===== src/inc/ate_map.svh =====
// Register offsets, field positions and reset values of the acquisition
// trigger, encoder and readback block.
// Assumes a 32-bit AXI4-Lite register port with byte addresses.
`ifndef ATE_MAP_SVH
`define ATE_MAP_SVH

// ---------------------------------------------------------------
// Register byte offsets
// ---------------------------------------------------------------
`define ATE_CTRL_OFS 8'h00
`define ATE_READBACK_OFS 8'h04
`define ATE_ADDR_W 8

// ---------------------------------------------------------------
// Control register fields
// ---------------------------------------------------------------
`define ATE_CTRL_TSEL_LO 0
`define ATE_CTRL_TSEL_HI 1
`define ATE_CTRL_TPOL 2
`define ATE_CTRL_SWTRIG 3
`define ATE_CTRL_ESEL_LO 4
`define ATE_CTRL_ESEL_HI 5
`define ATE_CTRL_EPOL 6
`define ATE_CTRL_SWENC 7
`define ATE_CTRL_SYNC_LO 27
`define ATE_CTRL_SYNC_HI 29
`define ATE_CTRL_TGATE 30
`define ATE_CTRL_EGATE 31
`define ATE_CTRL_RST 32'h0000_0000
`define ATE_CTRL_WMASK 32'hF800_00FF

// ---------------------------------------------------------------
// Readback register fields
// ---------------------------------------------------------------
`define ATE_RB_VTA_HI 16
`define ATE_RB_HOLD 17
`define ATE_RB_DIV_LO 18
`define ATE_RB_DIV_HI 27
`define ATE_RB_HLOW_LO 28
`define ATE_RB_HLOW_HI 29
`define ATE_RB_TSTATE 30
`define ATE_RB_RST 32'h0000_0000
`define ATE_RB_WMASK 32'h0FFE_0000

// ---------------------------------------------------------------
// Synchronisation codes and bus answers
// ---------------------------------------------------------------
`define ATE_SYNC_NONE 3'h0
`define ATE_SYNC_PRI 3'h1
`define ATE_SYNC_SEC 3'h2
`define ATE_SYNC_OWN 3'h3
`define ATE_RESP_OKAY 2'h0
`define ATE_RESP_DECERR 2'h3

`endif


===== src/inc/ate_pkg.sv =====
// Types shared by the acquisition trigger and encoder block.
// Assumes ate_map.svh supplies the numeric constants.
package ate_pkg;
  typedef logic [2:0] ate_sync_code_t;
  typedef logic [1:0] ate_resp_t;
  typedef enum logic [0:0] {WR_COLLECT, WR_RESP} ate_wr_state_t;
  typedef enum logic [0:0] {RD_IDLE, RD_DATA} ate_rd_state_t;
endpackage : ate_pkg


===== src/rtl/ate_top.sv =====
// Acquisition trigger gating, encoder divider, camera-control retiming
// and counter readback, reached over AXI4-Lite.
// Assumes counters and camera-control levels come from logic on aclk;
// pixel clocks, trigger and encoder pins are asynchronous.
`timescale 1ns/1ps
`include "ate_map.svh"

module ate_top
  import ate_pkg::*;
#(
  parameter int VTA_W = 17,
  parameter int DIV_W = 10,
  parameter int CC_W = 4,
  parameter bit ALT_DIVIDER = 1'b0
) (
  // Clock and reset
  input wire logic aclk,
  input wire logic aresetn,
  // AXI4-Lite write address
  input wire logic [`ATE_ADDR_W-1:0] s_axi_awaddr,
  input wire logic s_axi_awvalid,
  output logic s_axi_awready,
  // AXI4-Lite write data
  input wire logic [31:0] s_axi_wdata,
  input wire logic [3:0] s_axi_wstrb,
  input wire logic s_axi_wvalid,
  output logic s_axi_wready,
  // AXI4-Lite write response
  output logic [1:0] s_axi_bresp,
  output logic s_axi_bvalid,
  input wire logic s_axi_bready,
  // AXI4-Lite read address
  input wire logic [`ATE_ADDR_W-1:0] s_axi_araddr,
  input wire logic s_axi_arvalid,
  output logic s_axi_arready,
  // AXI4-Lite read data
  output logic [31:0] s_axi_rdata,
  output logic [1:0] s_axi_rresp,
  output logic s_axi_rvalid,
  input wire logic s_axi_rready,
  // Counters from the control-table engines
  input wire logic [VTA_W-1:0] vertical_table_address,
  input wire logic frame_end,
  input wire logic [1:0] horizontal_counter_low_bits,
  // External pins
  input wire logic [2:0] trigger_pins,
  input wire logic [2:0] encoder_pins,
  input wire logic primary_pixel_clock,
  input wire logic secondary_pixel_clock,
  // Camera-control levels and outputs
  input wire logic [CC_W-1:0] cc_primary_in,
  input wire logic [CC_W-1:0] cc_secondary_in,
  output logic [CC_W-1:0] cc_primary_out,
  output logic [CC_W-1:0] cc_secondary_out,
  // Acquisition side
  output logic acq_trigger,
  output logic encoder_pulse,
  output logic [DIV_W-1:0] encoder_divider_m_param
);

  // ---------------------------------------------------------------
  // Declarations
  // ---------------------------------------------------------------
  ate_wr_state_t wr_state_q, wr_state_d;
  ate_rd_state_t rd_state_q, rd_state_d;
  logic aw_held_q, aw_held_d;
  logic w_held_q, w_held_d;
  logic [`ATE_ADDR_W-1:0] awaddr_q, awaddr_d;
  logic [31:0] wdata_q, wdata_d;
  logic [3:0] wstrb_q, wstrb_d;
  ate_resp_t bresp_q, bresp_d;
  ate_resp_t rresp_q, rresp_d;
  logic [31:0] rdata_q, rdata_d;
  logic [31:0] ctrl_q, ctrl_d;
  logic [31:0] rb_q, rb_d;
  logic [VTA_W-1:0] held_line_q, held_line_d;
  logic [31:0] lane_mask;
  logic [31:0] readback_view;
  logic do_write;
  logic [2:0] trig_sync;
  logic [2:0] enc_sync;
  logic [1:0] pclk_sync;
  logic [1:0] pclk_prev_q, pclk_prev_d;
  logic [1:0] pclk_rise;
  logic [CC_W-1:0] cc_pri_q, cc_pri_d;
  logic [CC_W-1:0] cc_sec_q, cc_sec_d;
  ate_sync_code_t sync_code;
  logic trig_sel_level;
  logic trig_hw_active;
  logic trig_q, trig_d;
  logic enc_sel_level;
  logic enc_level;
  logic enc_prev_q, enc_prev_d;
  logic enc_edge;
  logic [DIV_W-1:0] div_field;
  logic [DIV_W-1:0] div_ratio;

  // ---------------------------------------------------------------
  // Pin synchronisers
  // ---------------------------------------------------------------
  ate_sync2 #(.WIDTH(3)) u_trig_sync (
    .aclk(aclk),
    .aresetn(aresetn),
    .async_in(trigger_pins),
    .sync_out(trig_sync)
  );

  ate_sync2 #(.WIDTH(3)) u_enc_sync (
    .aclk(aclk),
    .aresetn(aresetn),
    .async_in(encoder_pins),
    .sync_out(enc_sync)
  );

  ate_sync2 #(.WIDTH(2)) u_pclk_sync (
    .aclk(aclk),
    .aresetn(aresetn),
    .async_in({secondary_pixel_clock, primary_pixel_clock}),
    .sync_out(pclk_sync)
  );

  // ---------------------------------------------------------------
  // AXI4-Lite write channel
  // ---------------------------------------------------------------
  // Address and data are taken in either order; the answer waits for both
  assign s_axi_awready = !aw_held_q && (wr_state_q == WR_COLLECT);
  assign s_axi_wready = !w_held_q && (wr_state_q == WR_COLLECT);
  assign s_axi_bvalid = (wr_state_q == WR_RESP);
  assign s_axi_bresp = bresp_q;
  assign do_write = (wr_state_q == WR_COLLECT) && aw_held_q && w_held_q;

  always_comb begin
    lane_mask = {{8{wstrb_q[3]}}, {8{wstrb_q[2]}}, {8{wstrb_q[1]}}, {8{wstrb_q[0]}}};
    wr_state_d = wr_state_q;
    aw_held_d = aw_held_q;
    w_held_d = w_held_q;
    awaddr_d = awaddr_q;
    wdata_d = wdata_q;
    wstrb_d = wstrb_q;
    bresp_d = bresp_q;
    unique case (wr_state_q)
      WR_COLLECT: begin
        if (s_axi_awvalid && s_axi_awready) begin
          aw_held_d = 1'b1;
          awaddr_d = s_axi_awaddr;
        end
        if (s_axi_wvalid && s_axi_wready) begin
          w_held_d = 1'b1;
          wdata_d = s_axi_wdata;
          wstrb_d = s_axi_wstrb;
        end
        if (do_write) begin
          aw_held_d = 1'b0;
          w_held_d = 1'b0;
          wr_state_d = WR_RESP;
          if ((awaddr_q[`ATE_ADDR_W-1:2] == `ATE_CTRL_OFS >> 2) ||
              (awaddr_q[`ATE_ADDR_W-1:2] == `ATE_READBACK_OFS >> 2)) begin
            bresp_d = `ATE_RESP_OKAY;
          end else begin
            bresp_d = `ATE_RESP_DECERR;
          end
        end
      end
      WR_RESP: begin
        if (s_axi_bready) begin
          wr_state_d = WR_COLLECT;
        end
      end
    endcase
  end

  // ---------------------------------------------------------------
  // Control and readback storage
  // ---------------------------------------------------------------
  always_comb begin
    ctrl_d = ctrl_q;
    rb_d = rb_q;
    if (do_write && awaddr_q[`ATE_ADDR_W-1:2] == `ATE_CTRL_OFS >> 2) begin
      ctrl_d = (ctrl_q & ~(lane_mask & `ATE_CTRL_WMASK)) |
               (wdata_q & lane_mask & `ATE_CTRL_WMASK);
    end
    // Only the hold bit and divider field store; counter, state and top bit
    // are read-only views, so writes to them are dropped
    if (do_write && awaddr_q[`ATE_ADDR_W-1:2] == `ATE_READBACK_OFS >> 2) begin
      rb_d = (rb_q & ~(lane_mask & `ATE_RB_WMASK)) |
             (wdata_q & lane_mask & `ATE_RB_WMASK);
    end
  end

  // ---------------------------------------------------------------
  // Last-active-line capture
  // ---------------------------------------------------------------
  always_comb begin
    held_line_d = held_line_q;
    if (frame_end) begin
      held_line_d = vertical_table_address;
    end
  end

  always_comb begin
    readback_view = '0;
    if (rb_q[`ATE_RB_HOLD]) begin
      readback_view[`ATE_RB_VTA_HI:0] = held_line_q;
    end else begin
      readback_view[`ATE_RB_VTA_HI:0] = vertical_table_address;
    end
    readback_view[`ATE_RB_HOLD] = rb_q[`ATE_RB_HOLD];
    readback_view[`ATE_RB_DIV_HI:`ATE_RB_DIV_LO] = div_field;
    // Live low bits; software polls them to see horizontal activity
    readback_view[`ATE_RB_HLOW_HI:`ATE_RB_HLOW_LO] = horizontal_counter_low_bits;
    readback_view[`ATE_RB_TSTATE] = trig_sel_level;
  end

  // ---------------------------------------------------------------
  // AXI4-Lite read channel
  // ---------------------------------------------------------------
  assign s_axi_arready = (rd_state_q == RD_IDLE);
  assign s_axi_rvalid = (rd_state_q == RD_DATA);
  assign s_axi_rdata = rdata_q;
  assign s_axi_rresp = rresp_q;

  always_comb begin
    rd_state_d = rd_state_q;
    rdata_d = rdata_q;
    rresp_d = rresp_q;
    unique case (rd_state_q)
      RD_IDLE: begin
        if (s_axi_arvalid) begin
          rd_state_d = RD_DATA;
          rresp_d = `ATE_RESP_OKAY;
          if (s_axi_araddr[`ATE_ADDR_W-1:2] == `ATE_CTRL_OFS >> 2) begin
            rdata_d = ctrl_q;
          end else if (s_axi_araddr[`ATE_ADDR_W-1:2] == `ATE_READBACK_OFS >> 2) begin
            rdata_d = readback_view;
          end else begin
            rdata_d = '0;
            rresp_d = `ATE_RESP_DECERR;
          end
        end
      end
      RD_DATA: begin
        if (s_axi_rready) begin
          rd_state_d = RD_IDLE;
        end
      end
    endcase
  end

  // ---------------------------------------------------------------
  // Trigger path
  // ---------------------------------------------------------------
  always_comb begin
    trig_sel_level = 1'b0;
    unique case (ctrl_q[`ATE_CTRL_TSEL_HI:`ATE_CTRL_TSEL_LO])
      2'h0: trig_sel_level = trig_sync[0];
      2'h1: trig_sel_level = trig_sync[1];
      2'h2: trig_sel_level = trig_sync[2];
      2'h3: trig_sel_level = 1'b0;
    endcase
    // Polarity applies to the pin only, never to the software bit
    trig_hw_active = trig_sel_level ^ ctrl_q[`ATE_CTRL_TPOL];
    trig_d = (ctrl_q[`ATE_CTRL_TGATE] & trig_hw_active) |
             ctrl_q[`ATE_CTRL_SWTRIG];
  end

  // ---------------------------------------------------------------
  // Encoder path
  // ---------------------------------------------------------------
  always_comb begin
    enc_sel_level = 1'b0;
    unique case (ctrl_q[`ATE_CTRL_ESEL_HI:`ATE_CTRL_ESEL_LO])
      2'h0: enc_sel_level = enc_sync[0];
      2'h1: enc_sel_level = enc_sync[1];
      2'h2: enc_sel_level = enc_sync[2];
      2'h3: enc_sel_level = 1'b0;
    endcase
    enc_level = (ctrl_q[`ATE_CTRL_EGATE] & (enc_sel_level ^ ctrl_q[`ATE_CTRL_EPOL])) |
                ctrl_q[`ATE_CTRL_SWENC];
    enc_prev_d = enc_level;
    enc_edge = enc_level & ~enc_prev_q;
  end

  assign div_field = rb_q[`ATE_RB_DIV_HI:`ATE_RB_DIV_LO];
  // The alternative variant hands the field to its own divider as M
  assign div_ratio = ALT_DIVIDER ? DIV_W'(1) : div_field;
  assign encoder_divider_m_param = ALT_DIVIDER ? div_field : '0;

  ate_encoder_divide_ratio #(.WIDTH(DIV_W)) u_encoder_divide_ratio (
    .aclk(aclk),
    .aresetn(aresetn),
    .pulse_in(enc_edge),
    .ratio(div_ratio),
    .pulse_out(encoder_pulse)
  );

  // ---------------------------------------------------------------
  // Camera-control retiming
  // ---------------------------------------------------------------
  // Pixel clocks are sampled on aclk, so retiming is only exact for pixel
  // clocks well below half the aclk rate
  assign sync_code = ctrl_q[`ATE_CTRL_SYNC_HI:`ATE_CTRL_SYNC_LO];

  always_comb begin
    pclk_prev_d = pclk_sync;
    pclk_rise = pclk_sync & ~pclk_prev_q;
    cc_pri_d = cc_pri_q;
    cc_sec_d = cc_sec_q;
    unique case (sync_code)
      `ATE_SYNC_PRI: begin
        if (pclk_rise[0]) begin
          cc_pri_d = cc_primary_in;
          cc_sec_d = cc_secondary_in;
        end
      end
      `ATE_SYNC_SEC: begin
        if (pclk_rise[1]) begin
          cc_pri_d = cc_primary_in;
          cc_sec_d = cc_secondary_in;
        end
      end
      `ATE_SYNC_OWN: begin
        if (pclk_rise[0]) begin
          cc_pri_d = cc_primary_in;
        end
        if (pclk_rise[1]) begin
          cc_sec_d = cc_secondary_in;
        end
      end
      default: begin
        // Code 0, and reserved codes fall back to it
        cc_pri_d = cc_primary_in;
        cc_sec_d = cc_secondary_in;
      end
    endcase
  end

  assign cc_primary_out = cc_pri_q;
  assign cc_secondary_out = cc_sec_q;
  assign acq_trigger = trig_q;

  // ---------------------------------------------------------------
  // State registers
  // ---------------------------------------------------------------
  always_ff @(posedge aclk) begin
    if (!aresetn) begin
      wr_state_q <= WR_COLLECT;
      rd_state_q <= RD_IDLE;
      aw_held_q <= 1'b0;
      w_held_q <= 1'b0;
      awaddr_q <= '0;
      wdata_q <= '0;
      wstrb_q <= '0;
      bresp_q <= `ATE_RESP_OKAY;
      rresp_q <= `ATE_RESP_OKAY;
      rdata_q <= '0;
      ctrl_q <= `ATE_CTRL_RST;
      rb_q <= `ATE_RB_RST;
      held_line_q <= '0;
      pclk_prev_q <= '0;
      cc_pri_q <= '0;
      cc_sec_q <= '0;
      trig_q <= 1'b0;
      enc_prev_q <= 1'b0;
    end else begin
      wr_state_q <= wr_state_d;
      rd_state_q <= rd_state_d;
      aw_held_q <= aw_held_d;
      w_held_q <= w_held_d;
      awaddr_q <= awaddr_d;
      wdata_q <= wdata_d;
      wstrb_q <= wstrb_d;
      bresp_q <= bresp_d;
      rresp_q <= rresp_d;
      rdata_q <= rdata_d;
      ctrl_q <= ctrl_d;
      rb_q <= rb_d;
      held_line_q <= held_line_d;
      pclk_prev_q <= pclk_prev_d;
      cc_pri_q <= cc_pri_d;
      cc_sec_q <= cc_sec_d;
      trig_q <= trig_d;
      enc_prev_q <= enc_prev_d;
    end
  end

endmodule : ate_top


===== src/rtl/ate_sync2.sv =====
// Two-flop synchroniser for a vector of independent levels.
// Assumes each bit is a slow level; no bus coherence is implied.
`timescale 1ns/1ps
module ate_sync2 #(
  parameter int WIDTH = 1
) (
  // Clock and reset
  input wire logic aclk,
  input wire logic aresetn,
  // Levels
  input wire logic [WIDTH-1:0] async_in,
  output logic [WIDTH-1:0] sync_out
);
  logic [WIDTH-1:0] meta_q;
  logic [WIDTH-1:0] meta_d;
  logic [WIDTH-1:0] sync_q;
  logic [WIDTH-1:0] sync_d;

  always_comb begin
    meta_d = async_in;
    sync_d = meta_q;
  end

  always_ff @(posedge aclk) begin
    if (!aresetn) begin
      meta_q <= '0;
      sync_q <= '0;
    end else begin
      meta_q <= meta_d;
      sync_q <= sync_d;
    end
  end

  assign sync_out = sync_q;
endmodule : ate_sync2


===== src/rtl/ate_encoder_divide_ratio.sv =====
// Encoder pulse divider: one output pulse per N input pulses.
// Assumes pulse_in is a one-cycle pulse on aclk.
`timescale 1ns/1ps
module ate_encoder_divide_ratio #(
  parameter int WIDTH = 10
) (
  // Clock and reset
  input wire logic aclk,
  input wire logic aresetn,
  // Pulses and ratio
  input wire logic pulse_in,
  input wire logic [WIDTH-1:0] ratio,
  output logic pulse_out
);
  logic [WIDTH-1:0] count_q;
  logic [WIDTH-1:0] count_d;
  logic pulse_q;
  logic pulse_d;
  logic [WIDTH-1:0] last_cnt;

  always_comb begin
    // Ratio 0 behaves as 1
    last_cnt = (ratio > WIDTH'(1)) ? ratio - WIDTH'(1) : '0;
    count_d = count_q;
    pulse_d = 1'b0;
    if (count_q > last_cnt) begin
      // Ratio lowered mid-count: restart rather than wrap the counter
      count_d = '0;
    end else if (pulse_in) begin
      if (count_q == last_cnt) begin
        count_d = '0;
        pulse_d = 1'b1;
      end else begin
        count_d = count_q + WIDTH'(1);
      end
    end
  end

  always_ff @(posedge aclk) begin
    if (!aresetn) begin
      count_q <= '0;
      pulse_q <= 1'b0;
    end else begin
      count_q <= count_d;
      pulse_q <= pulse_d;
    end
  end

  assign pulse_out = pulse_q;
endmodule : ate_encoder_divide_ratio


===== config.mk =====
export PLATFORM = sky130hd
export DESIGN_NAME = ate_top
export DESIGN_NICKNAME = d
export VERILOG_FILES = /design/src/inc/ate_pkg.sv /design/src/rtl/ate_top.sv /design/src/rtl/ate_sync2.sv /design/src/rtl/ate_encoder_divide_ratio.sv
export VERILOG_INCLUDE_DIRS = /design/src /design/src/inc
export SDC_FILE = /design/constraint.sdc
export NUM_CORES = 1
export LEC_CHECK = 0
export ABC_CLOCK_PERIOD_IN_PS = 9100
export BUFFER_PORTS_ARGS = -buffer_cell sky130_fd_sc_hd__buf_2
export CAP_MARGIN = 20
export CORE_MARGIN = 2
export CORE_UTILIZATION = 52
export DETAILED_ROUTE_END_ITERATION = 10
export GPL_ROUTABILITY_DRIVEN = 0
export PLACE_DENSITY = 0.8
export SYNTH_ARGS = -nofsm -noshare
export SYNTH_HDL_FRONTEND = slang
export SYNTH_SLANG_ARGS = --single-unit

===== constraint.sdc =====
create_clock -name aclk -period 9.1 [get_ports aclk]
set_input_delay 0.455 -clock aclk [delete_from_list [all_inputs] [get_ports aclk]]
set_output_delay 0.455 -clock aclk [all_outputs]
set_load 0.02 [all_outputs]

=== Yosys cells after proc, flatten, opt, wreduce, memory -nomap -nowiden ===
Cells that the tools add are included.

* Bits in registers: 204
* Logic and storage cells: 123

* $add $sub $neg: 2
* $lt $le $gt $ge: 2
* Equal/unequal tests: 16
* Multiplexer cells: 27
* Bitwise operators: 21
* Reduce and logical (&&, ||, !) cells: 29

{| class="wikitable"
|+ Operators by type and width
! cell !! number
|-
| $and 32x32->32 || 3
|-
| $mux 32 || 1
|-
| $not 28->32 || 1
|-
| $not 32->32 || 1
|-
| $or 32x28->32 || 1
|-
| $or 32x32->32 || 1
|-
| $mux 31 || 1
|-
| $mux 10 || 2
|-
| $mux 17 || 1
|-
| $mux 4 || 4
|-
| $pmux 4 s2 || 2
|-
| $reduce_and 2->1 || 8
|-
| $eq 6x1->1 const B || 2
|-
| $logic_not 6->1 || 2
|-
| $add 10x1->10 const B || 1
|-
| $eq 10x10->1 || 1
|-
| $gt 10x1->1 const B || 1
|-
| $gt 10x10->1 || 1
|-
| $sub 10x1->10 const B || 1
|-
| $mux 1 || 9
|-
| $eq 2x2->1 const B || 4
|-
| $logic_and 1x1->1 || 8
|-
| $pmux 1 s4 || 2
|-
| $eq 3x2->1 const B || 2
|-
| other kinds (18) || 37
|}

=== Longest topological paths before layout ===
Gate-level depths: netlist (run 1).

* Word-level depth: 8
* Gate-level depth with buffers: 13
* Gate-level depth less buffers: 12

=== Modules after synthesis ===
A second synthesis (run 1) with hierarchy kept.

* Cells, all modules: 733
* Area, all modules: 6523.8 um^2

{| class="wikitable"
|+ Modules (own cells, without submodules)
! module !! instances !! cells an instance !! area an instance (um^2) !! seq. area each (um^2)
|-
| ate_top || 1 || 574 || 5158.7 || 2462.4
|-
| ate_encoder_divide_ratio || 1 || 127 || 944.7 || 220.2
|-
| ate_sync2 at u_enc_sync ... || 2 || 12 || 157.7 || 120.1
|-
| ate_sync2 at u_pclk_sync || 1 || 8 || 105.1 || 80.1
|}

=== Worst setup path after synthesis (run 1) ===
No wires, ideal clock.

* Path kind: reg2reg
* Start point: reg (tool-made name)
* End point: reg u_encoder_divide_ratio.count_q[0]
* Setup time: 0.081 ns
* Arrival time: 2.959 ns
* Required time: 9.019 ns
* Slack: 6.060 ns
* Cell stages (with the launch flop): 13
* Path buffers: 2
* Cell sequence: dfxtp_1 or4_1 nor3_1 nand2_1 xnor2_1 nand2_1 ha_1 nand4_1 nor3_2 clkbuf_1 nand2_1 clkbuf_1 a22oi_1

{| class="wikitable"
|+ RTL lines
! element !! line !! text
|-
| end signal: assignment || ate_encoder_divide_ratio.sv:44 || <nowiki>count_q <= count_d;</nowiki>
|-
| end: declaration || ate_encoder_divide_ratio.sv:15 || <nowiki>logic [WIDTH-1:0] count_q;</nowiki>
|}

==> flow_summary.ini, run 1 <==
[run_status]
run_status = complete, no violations

[critical_path]
crit_end = u_encoder_divide_ratio.count_q[5]
crit_required_ns = 9.46
crit_type = flop to flop
r2r_cells = 10
worst-r2r-setup-slack_ns = 5.28
crit_fanout = 19
r2r-end = u_encoder_divide_ratio.count_q[5]
worst_setup_path_start_kind = flop
endpoint_kind = flop
crit_arrival_ns = 4.18

[synth]
synthCells = 685
synth_compound_area_frac = 0.114
ys_ff_latch = 150
ys.flop_type = dfxtp_1
async_reset_ff_frac = 0
ys_seq_area_frac = 0.482
synth_simple_gate_area_frac = 0.194
synth_edf_count = 0
synth_area_um2 = 6240
avgSynthCellArea_um2 = 9.10
synth_mux_area_frac = 0.122
synth_top_family_by_area = simple AND/OR/NAND/NOR gates
synth_cell_types = 49
ys_warn_count = 0
synth-xor-area-share = 0.0140
yosys.area_share.adder = 0.0261

[sta]
worst_pin_slew_ns = 1.03
drv_slew = 0
skew_ns = 0.00659
hold_viol_final = 0
rsz0062_at_grt = no
layout_min_cycle_time_ns = 3.82
finalSetupViolations = 0
max_freq_mhz = 262
maxSlewHeadroom = 0.305
finalSetupTns_ns = 0
finalCritPeriodShare = 0.420

[cells_and_area]
fin_nets = 906
layout-drive-gt1-share = 0.219
final_common_cell = dfxtp_1
antenna_cells = 0
synthToLayoutAreaGrowth_pct = 19.7
final_cell_mix = dfxtp_1 (150), buf_2 (131), nor2_1 (113)
nFillCells = 913
final_util = 0.646

[global_route]
grt.busiest_layer = met2
grt_pass1_vias = 4828
overflow = 0
grt_util_met1 = 0.279
grt_usage = 0.220
antenna_found_initial = 0
grt_max_degree = 77
grt_util_met2 = 0.368
grt_first_pass_wirelength_um = 22800
use_met3 = 0.0499

[floorplanning]
dieHeight_um = 114
io_pins = 156
coreArea_um2 = 11600
fp.dieArea_um2 = 12900
rows = 39
start_util = 0.539
dieWidth_um = 114

[drt]
avgViaCountPerCell = 5.43
antenna_left = 0
first_pass_iters = 5
drt_wl_total_um = 14300
routedWlPerCell_um = 15.0
drt_iter0_markers = 326
drc_errors = 0
vias = 5183

[pwr]
power_density_nw_per_um2 = 196
ir_drop_mv = 0.112
p_leak_nw = 3.32

[cts]
cts_sinks = 150
cts_resized = 0
clkLatencyLatePin_ns = 0.41
cts_tree = yes
clk_pin_slew_ns = 0.06
ctsHtreeMaxLevel = 4
ctsLongestPathBuffers = 2
ctsHoldBuffers = 0
root_buffer = clkbuf_16
cts_made_buffers = 17
postCtsSetupBuffers = 0

[placement]
port_buffers = 131
hpwl_um = 9920

[run]
max_cap_viol_count = 0

[worst_hold_path]
hp-class = input pin to flop
[cell type report]
class / count / area [um2] / share of cell area
flip-flops and latches: 150 / 3000 / 0.402
multi-input cells: 481 / 2980 / 0.399
repair buffers: 135 / 686 / 0.0918
clock buffers: 17 / 425 / 0.0570
well taps: 143 / 179 / 0.0240
clock inverters: 15 / 145 / 0.0194
inverters: 13 / 50.0 / 0.00670
[cells in the mapped netlist (5+ instances only)]
cell type | instances | area, um2
a21oi_1 | 45 | 225
a22oi_1 | 39 | 293
and2_1 | 18 | 113
buf_4 | 12 | 90.1
clkbuf_1 | 32 | 120
dfxtp_1 | 150 | 3000
ha_1 | 13 | 163
inv_1 | 11 | 41.3
mux2_1 | 8 | 90.1
mux2i_1 | 65 | 651
nand2_1 | 72 | 270
nand3b_1 | 5 | 37.5
nor2_1 | 113 | 424
nor3_1 | 8 | 40.0
o211ai_1 | 5 | 37.5
o21ai_0 | 7 | 35.0
o21ai_1 | 9 | 45.0
or4_1 | 6 | 45.0
xor2_1 | 8 | 70.1
[how the worst min path moves through the flow]
stage | startpoint | endpoint | slack, ns | depth (start not counted)
final | s_axi_rready | s_axi_rvalid | 0.23 | 2
after global routing | s_axi_rready | s_axi_rvalid | 0.23 | 2
after CTS | s_axi_rready | s_axi_rvalid | 0.22 | 2
after detailed placement | u_trig_sync.meta_q[1] | u_trig_sync.sync_out[1] | 0.42 | 1
after global placement | u_enc_sync.meta_q[0] | u_enc_sync.sync_out[0] | 0.42 | 1
after floorplan | u_enc_sync.meta_q[0] | u_enc_sync.sync_out[0] | 0.41 | 1
[power by group]
part / internal, mW / switching, mW / leakage (nW)
Clock: 0.383 / 0.288 / 0.266
Combinational: 0.0396 / 0.0632 / 1.83
Sequential: 0.679 / 0.0118 / 1.22
[layer usage]
| metal | routed length (um) | vias to the layer above |
|---|---|---|
| li1 | - | 2562 |
| met1 | 6410 | 2442 |
| met2 | 7000 | 159 |
| met3 | 689 | 20 |
| met4 | 249 | 0 |
| met5 | 0 | - |
[worst max-delay path, stage by stage, from the launching register on]
cell,delay (ns)
dfxtp_1,0.38
or4_1,0.61
nor3_1,0.20
nand2_1,0.10
xnor2_1,0.17
nand2_1,0.08
ha_1,0.37
nand4_1,0.19
nor3_2,0.82
nand2_1,0.46
o2bb2a_1,0.37
[cell families (layout without fill, tap and decap cells)]
| logic type | after synthesis | in the layout |
|---|---|---|
| xor gates and xnor gates | 10 | 10 |
| DFF | 150 | 150 |
| other | 1 | 10 |
| muxes | 75 | 75 |
| and+or+nand+nor | 258 | 258 |
| buffers and inverters | 63 | 180 |
| AOI/OAI and AO/OA | 115 | 115 |
| adders and majority gates | 13 | 13 |
[stage by stage]
step	total power, mW	instances	worst slack [ns]	cell area, um2	hold WS (ns)
floorplan	0.773	694	6.06	6270	0.412
global placement	0.802	922	5.54	6900	0.420
detailed placement	0.807	922	5.42	6900	0.424
CTS	1.47	954	5.33	7470	0.220
global route	1.52	954	5.00	7470	0.229
finish	1.46	954	5.28	7470	0.229
Note: power is estimated with default switching activity, not from simulation.
==> inputs of run 2 (changes only) <==
--- a/config.mk
+++ b/config.mk
@@ -6,14 +6,14 @@
 export SDC_FILE = /design/constraint.sdc
 export NUM_CORES = 1
 export LEC_CHECK = 0
-export ABC_CLOCK_PERIOD_IN_PS = 9100
+export ABC_CLOCK_PERIOD_IN_PS = 3320
 export BUFFER_PORTS_ARGS = -buffer_cell sky130_fd_sc_hd__buf_2
 export CAP_MARGIN = 20
 export CORE_MARGIN = 2
-export CORE_UTILIZATION = 52
+export CORE_UTILIZATION = 48
 export DETAILED_ROUTE_END_ITERATION = 10
 export GPL_ROUTABILITY_DRIVEN = 0
-export PLACE_DENSITY = 0.8
+export PLACE_DENSITY = 0.78
 export SYNTH_ARGS = -nofsm -noshare
 export SYNTH_HDL_FRONTEND = slang
 export SYNTH_SLANG_ARGS = --single-unit
==> constraint.sdc (replaced) <==
create_clock -name aclk -period 3.32 [get_ports aclk]
set_input_delay 0.166 -clock aclk [delete_from_list [all_inputs] [get_ports aclk]]
set_output_delay 0.166 -clock aclk [all_outputs]
set_load 0.02 [all_outputs]
==> run 2 against run 1 <==
Core utilization rose by 0.28 points. Non-clock buffer count is 66 higher. First-iteration DRC count grew 14%. Clock power rose to 3.1 times the previous value. Total power rose to 2.9 times the previous value. Wire length is 6.6% higher. Critical path depth up 1. Highest routed layer unchanged. Critical path type unchanged. Clock-buffer cell count is 2 higher. Final cell count rose by 10%. Sequential share of layout area is 3.7 points lower. Flip-flop and latch count stayed put.
==> flow_summary.ini, run 2 (synthesis results as in run 1) <==
[run_status]
run_status = complete, no violations

[drt]
drt_wl_total_um = 15300
drc_errors = 0
drt_iter0_markers = 373
vias = 5369
routedWlPerCell_um = 14.6
antenna_left = 0
avgViaCountPerCell = 5.12
first_pass_iters = 4

[global_route]
grt_usage = 0.226
overflow = 0
grt_pass1_vias = 5092
grt_first_pass_wirelength_um = 25200
antenna_found_initial = 0
grt_max_degree = 64

[pwr]
clockPowerShare = 0.479
swShare = 0.230
p_int_mw = 3.30
ir_drop_mv = 0.330
power.net_switching_mw = 0.985
p_leak_nw = 3.64
power_density_nw_per_um2 = 522
combPwrFrac = 0.080
p_seq_frac = 0.441

[cells_and_area]
final_util = 0.648
nFillCells = 1043
antenna_cells = 0
final_common_cell = dfxtp_1
layout-drive-gt1-share = 0.208
synthToLayoutAreaGrowth_pct = 31.7
final_cell_mix = dfxtp_1 (150), buf_2 (131), nor2_1 (113)
fin_nets = 972

[floorplanning]
rows = 41
start_util = 0.492
io_pins = 156
dieWidth_um = 118
coreArea_um2 = 12700
dieHeight_um = 118
fp.dieArea_um2 = 13900

[worst_hold_path]
hp-class = input pin to flop
hold_start = s_axi_wdata[20]

[critical_path]
crit_type = flop to flop
crit_arrival_ns = 3.50
slowest_delay_ns = 0.59
crit_required_ns = 3.69
endpoint_kind = flop
crit_end = u_encoder_divide_ratio.count_q[5]
cp_slowest_cell = or4_1
crit_fanout = 19
cp_common_cell = nand2_1
r2r-end = u_encoder_divide_ratio.count_q[5]
crit_path_cell_trace = or4_1, nor3_1, nand2_1, xnor2_1, nand2_1, ha_1, nand4_1, nor3_2, buf_4, nand2_1, o2bb2a_1
worst_setup_path_start_kind = flop
worst-r2r-setup-slack_ns = 0.19
r2r_cells = 11

[sta]
finalSetupViolations = 0
drv_slew = 0
skew_ns = 0.00704
max_freq_mhz = 320
worst_slack_ns = 0.193
finalSetupTns_ns = 0
maxSlewHeadroom = 0.283
layout_min_cycle_time_ns = 3.13
rsz0062_at_grt = no
finalCritPeriodShare = 0.942
worst_pin_slew_ns = 1.07
hold_viol_final = 0

[cts]
cts_resized = 0
clkLatencyLatePin_ns = 0.43
root_buffer = clkbuf_16
cts_tree = yes
ctsHtreeMaxLevel = 4
clk_pin_slew_ns = 0.06
ctsLongestPathBuffers = 2
cts_sinks = 150
cts_made_buffers = 17

[placement]
hpwl_um = 9590
preCtsSetupSlack_ns = 0.194
port_buffers = 131

[run]
max_cap_viol_count = 0
[run 2: stage by stage]
stage,power (mW),std cells,cell area (um2),hold WS (ns)
after global routing,4.44,1049,8220,0.00129
after detailed placement,2.21,955,6960,0.357
after CTS,4.32,1048,8210,0.00324
after floorplan,2.12,694,6270,0.266
final,4.29,1049,8220,0.0176
after global placement,2.21,955,6960,0.352
[run 2: metal layers]
| metal | global-route usage | routed length, um |
|---|---|---|
| met1 | 0.290 | 7110 |
| met2 | 0.363 | 7130 |
| met3 | 0.0591 | 745 |
| met4 | 0.0866 | 308 |
| met5 | 0 | 0 |
[run 2: final cells by class]
type,count,area (um2),area share
sequential,150,3000,0.366
multi-input combinational,481,2980,0.362
timing repair buffer,201,1330,0.162
clock buffer,19,443,0.0539
tap,172,215,0.0262
clock inverter,13,193,0.0235
inverter,13,50.0,0.00609
[run 2: how the worst min path moves through the flow]
stage / end / slack, ns / depth (start not counted)
after floorplan: s_axi_rvalid / 0.27 / 1
final: wdata_q[20] / 0.02 / 3
after global routing: wdata_q[20] / 0.001 / 3
after detailed placement: s_axi_rvalid / 0.36 / 2
after CTS: held_line_q[3] / 0.003 / 3
after global placement: s_axi_rvalid / 0.35 / 2
[run 2: timing repair]
item	4_1_cts	5_1_grt
hold buffers	61	0
buffers inserted	0	1
endpoints found under the setup margin	0	2
hold endpoints to repair	61	0
[run 2: critical path, delay by kind of cell, from the launching register on]
kind            cells  cell delay [ns]
simple gates        7             1.62
flops               1             0.37
fa+ha+maj           1             0.35
compound gates      1             0.34
buf+inv             1             0.23
xor+xnor            1             0.16
[run 2: power groups by stage]
stage               clock, mW  sequential, mW  combinational (mW)
floorplan                   0            1.93               0.184
global placement            0            1.93               0.278
detailed placement          0            1.93               0.282
CTS                      2.09            1.89               0.338
global route             2.17            1.90               0.376
finish                   2.05            1.89               0.343
==> inputs of run 3 (changes only) <==
--- a/config.mk
+++ b/config.mk
@@ -6,14 +6,14 @@
 export SDC_FILE = /design/constraint.sdc
 export NUM_CORES = 1
 export LEC_CHECK = 0
-export ABC_CLOCK_PERIOD_IN_PS = 3320
+export ABC_CLOCK_PERIOD_IN_PS = 3700
 export BUFFER_PORTS_ARGS = -buffer_cell sky130_fd_sc_hd__buf_2
 export CAP_MARGIN = 20
 export CORE_MARGIN = 2
-export CORE_UTILIZATION = 48
+export CORE_UTILIZATION = 52
 export DETAILED_ROUTE_END_ITERATION = 10
 export GPL_ROUTABILITY_DRIVEN = 0
-export PLACE_DENSITY = 0.78
+export PLACE_DENSITY = 0.8
 export SYNTH_ARGS = -nofsm -noshare
 export SYNTH_HDL_FRONTEND = slang
 export SYNTH_SLANG_ARGS = --single-unit
==> constraint.sdc (replaced) <==
create_clock -name aclk -period 3.7 [get_ports aclk]
set_input_delay 0.185 -clock aclk [delete_from_list [all_inputs] [get_ports aclk]]
set_output_delay 0.185 -clock aclk [all_outputs]
set_load 0.02 [all_outputs]
==> run 3 against run 2 <==
Die area fell by 7.4%. Worst setup slack improved by 0.16 ns. Register-to-register slack improved by 0.16 ns. Non-clock buffer count fell by 50. Core utilization rose by 1.6 points. Total power fell by 12%. First-iteration DRC count rose by 1.9%. Final cell count fell by 7.5%. Wire length fell by 2.0%. Sequential power fell by 10%. Critical path depth did not move. Global-route usage rose by 0.90 points. Critical endpoint unchanged. Largest power group unchanged.
==> flow_summary.ini, run 3 (synthesis results as in run 1) <==
[run_status]
run_status = complete, no violations

[floorplanning]
dieHeight_um = 114
dieWidth_um = 114
coreArea_um2 = 11600
fp.dieArea_um2 = 12900
start_util = 0.539
rows = 39
io_pins = 156

[global_route]
overflow = 0
grt_first_pass_wirelength_um = 24400
grt_usage = 0.235
grt_pass1_vias = 5222
grt_max_degree = 83
antenna_found_initial = 0

[cts]
cts_sinks = 150
ctsLongestPathBuffers = 2
clk_pin_slew_ns = 0.06
postCtsSetupBuffers = 0
cts_made_buffers = 17
ctsHtreeMaxLevel = 4
root_buffer = clkbuf_16
clkLatencyLatePin_ns = 0.42
cts_tree = yes

[cells_and_area]
stdcell_count = 970
synthToLayoutAreaGrowth_pct = 23.2
antenna_cells = 0
final_cell_mix = dfxtp_1 (150), buf_2 (131), nor2_1 (113)
final_util = 0.665
fin_area_um2 = 7680
final_common_cell = dfxtp_1
layout-drive-gt1-share = 0.216
fin_nets = 922

[critical_path]
endpoint_kind = flop
cp.depth = 11
r2r_cells = 11
cp_slowest_cell = or4_1
crit_fanout = 11
crit_path_cell_trace = or4_1, nor3_1, o211ai_1, nand2_1, ha_1, nand4_1, nor3_4, buf_4, nor2_1, o21a_1, o2bb2a_1
worst-r2r-setup-slack_ns = 0.35
path_buf_inv = 1
crit_required_ns = 4.01
crit_end = u_encoder_divide_ratio.count_q[5]
crit_type = flop to flop
slowest_delay_ns = 0.61
r2r-end = u_encoder_divide_ratio.count_q[5]
cp_top_family = simple AND/OR/NAND/NOR gates
worst_setup_path_start_kind = flop
crit_arrival_ns = 3.66

[sta]
skew_ns = 0.00603
maxSlewHeadroom = 0.295
worst_pin_slew_ns = 1.06
fin_hold_ws_ns = 0.00607
layout_min_cycle_time_ns = 3.35
max_freq_mhz = 298
finalCritPeriodShare = 0.906
drv_slew = 0
rsz0062_at_grt = no
finalSetupViolations = 0
finalSetupTns_ns = 0
hold_viol_final = 0

[pwr]
power_density_nw_per_um2 = 488
p_leak_nw = 3.44
ir_drop_mv = 0.258

[drt]
routedWlPerCell_um = 15.5
drc_errors = 0
drt_wl_total_um = 15000
drt_iter0_markers = 380
antenna_left = 0
vias = 5367
first_pass_iters = 5
avgViaCountPerCell = 5.53

[placement]
hpwl_um = 10100
placed_cells = 923
placed_area_um2 = 6900
port_buffers = 131

[worst_hold_path]
hp-class = input pin to flop
hold_start = s_axi_awaddr[7]

[run]
max_cap_viol_count = 0
==> run 3: changes by cell type in the layout (fill, tap and decap cells not counted) <==
cell | previous run | this run
buf_4 | 9 | 5
bufinv_16 | 4 | 3
clkbuf_1 | 1 | 0
clkbuf_8 | 1 | 2
clkinv_2 | 2 | 3
clkinv_4 | 2 | 6
clkinvlp_4 | 2 | 0
dlygate4sd3_1 | 61 | 15
inv_6 | 4 | 1
inv_8 | 0 | 1
nor3_2 | 4 | 3
nor3_4 | 0 | 1
==> run 3: power by group <==
| group | internal (mW) | total [mW] | switching, mW |
|---|---|---|---|
| Clock | 1.11 | 1.79 | 0.681 |
| Sequential | 1.67 | 1.70 | 0.0291 |
| Combinational | 0.108 | 0.268 | 0.160 |
==> run 3: through the flow <==
step / total power, mW / setup slack (ns)
2_1_floorplan: 1.90 / 0.660
3_3_place_gp: 1.97 / 0.454
3_5_place_dp: 1.99 / 0.297
4_1_cts: 3.78 / 0.270
5_1_grt: 3.87 / 0.0702
6_report: 3.75 / 0.349
==> run 3: tightest hold or removal path, cell delays in order <==
cell and delay, ns:
buf_2 0.07, mux2i_1 0.05, nor2_1 0.07
==> run 3: worst min path at each step <==
stage	endpoint	cells past startpoint
floorplan	s_axi_rvalid	1
global placement	s_axi_rvalid	2
detailed placement	s_axi_rvalid	2
CTS	wdata_q[17]	3
global route	wdata_q[0]	3
finish	awaddr_q[7]	3
==> run 3: layer usage <==
layer	vias up	track usage	routed length [um]
met5	-	0	0
met4	0	0.103	425
met3	36	0.0521	830
met2	172	0.407	7350
met1	2563	0.280	6390
li1	2596	-	-
==> run 3: repair_timing <==
action	CTS	global route
hold buffers	15	0
resized for setup	0	1
endpoints found under the hold margin	15	0
endpoints found under the setup margin	0	1
==> run 3: cell type report <==
type	count	area [um2]
Clock buffer	19	453
Inverter	13	50.0
Multi-Input combinational cell	481	2980
Tap cell	143	179
Clock inverter	13	173
Fill cell	916	3880
Timing Repair Buffer	151	843
Sequential cell	150	3000
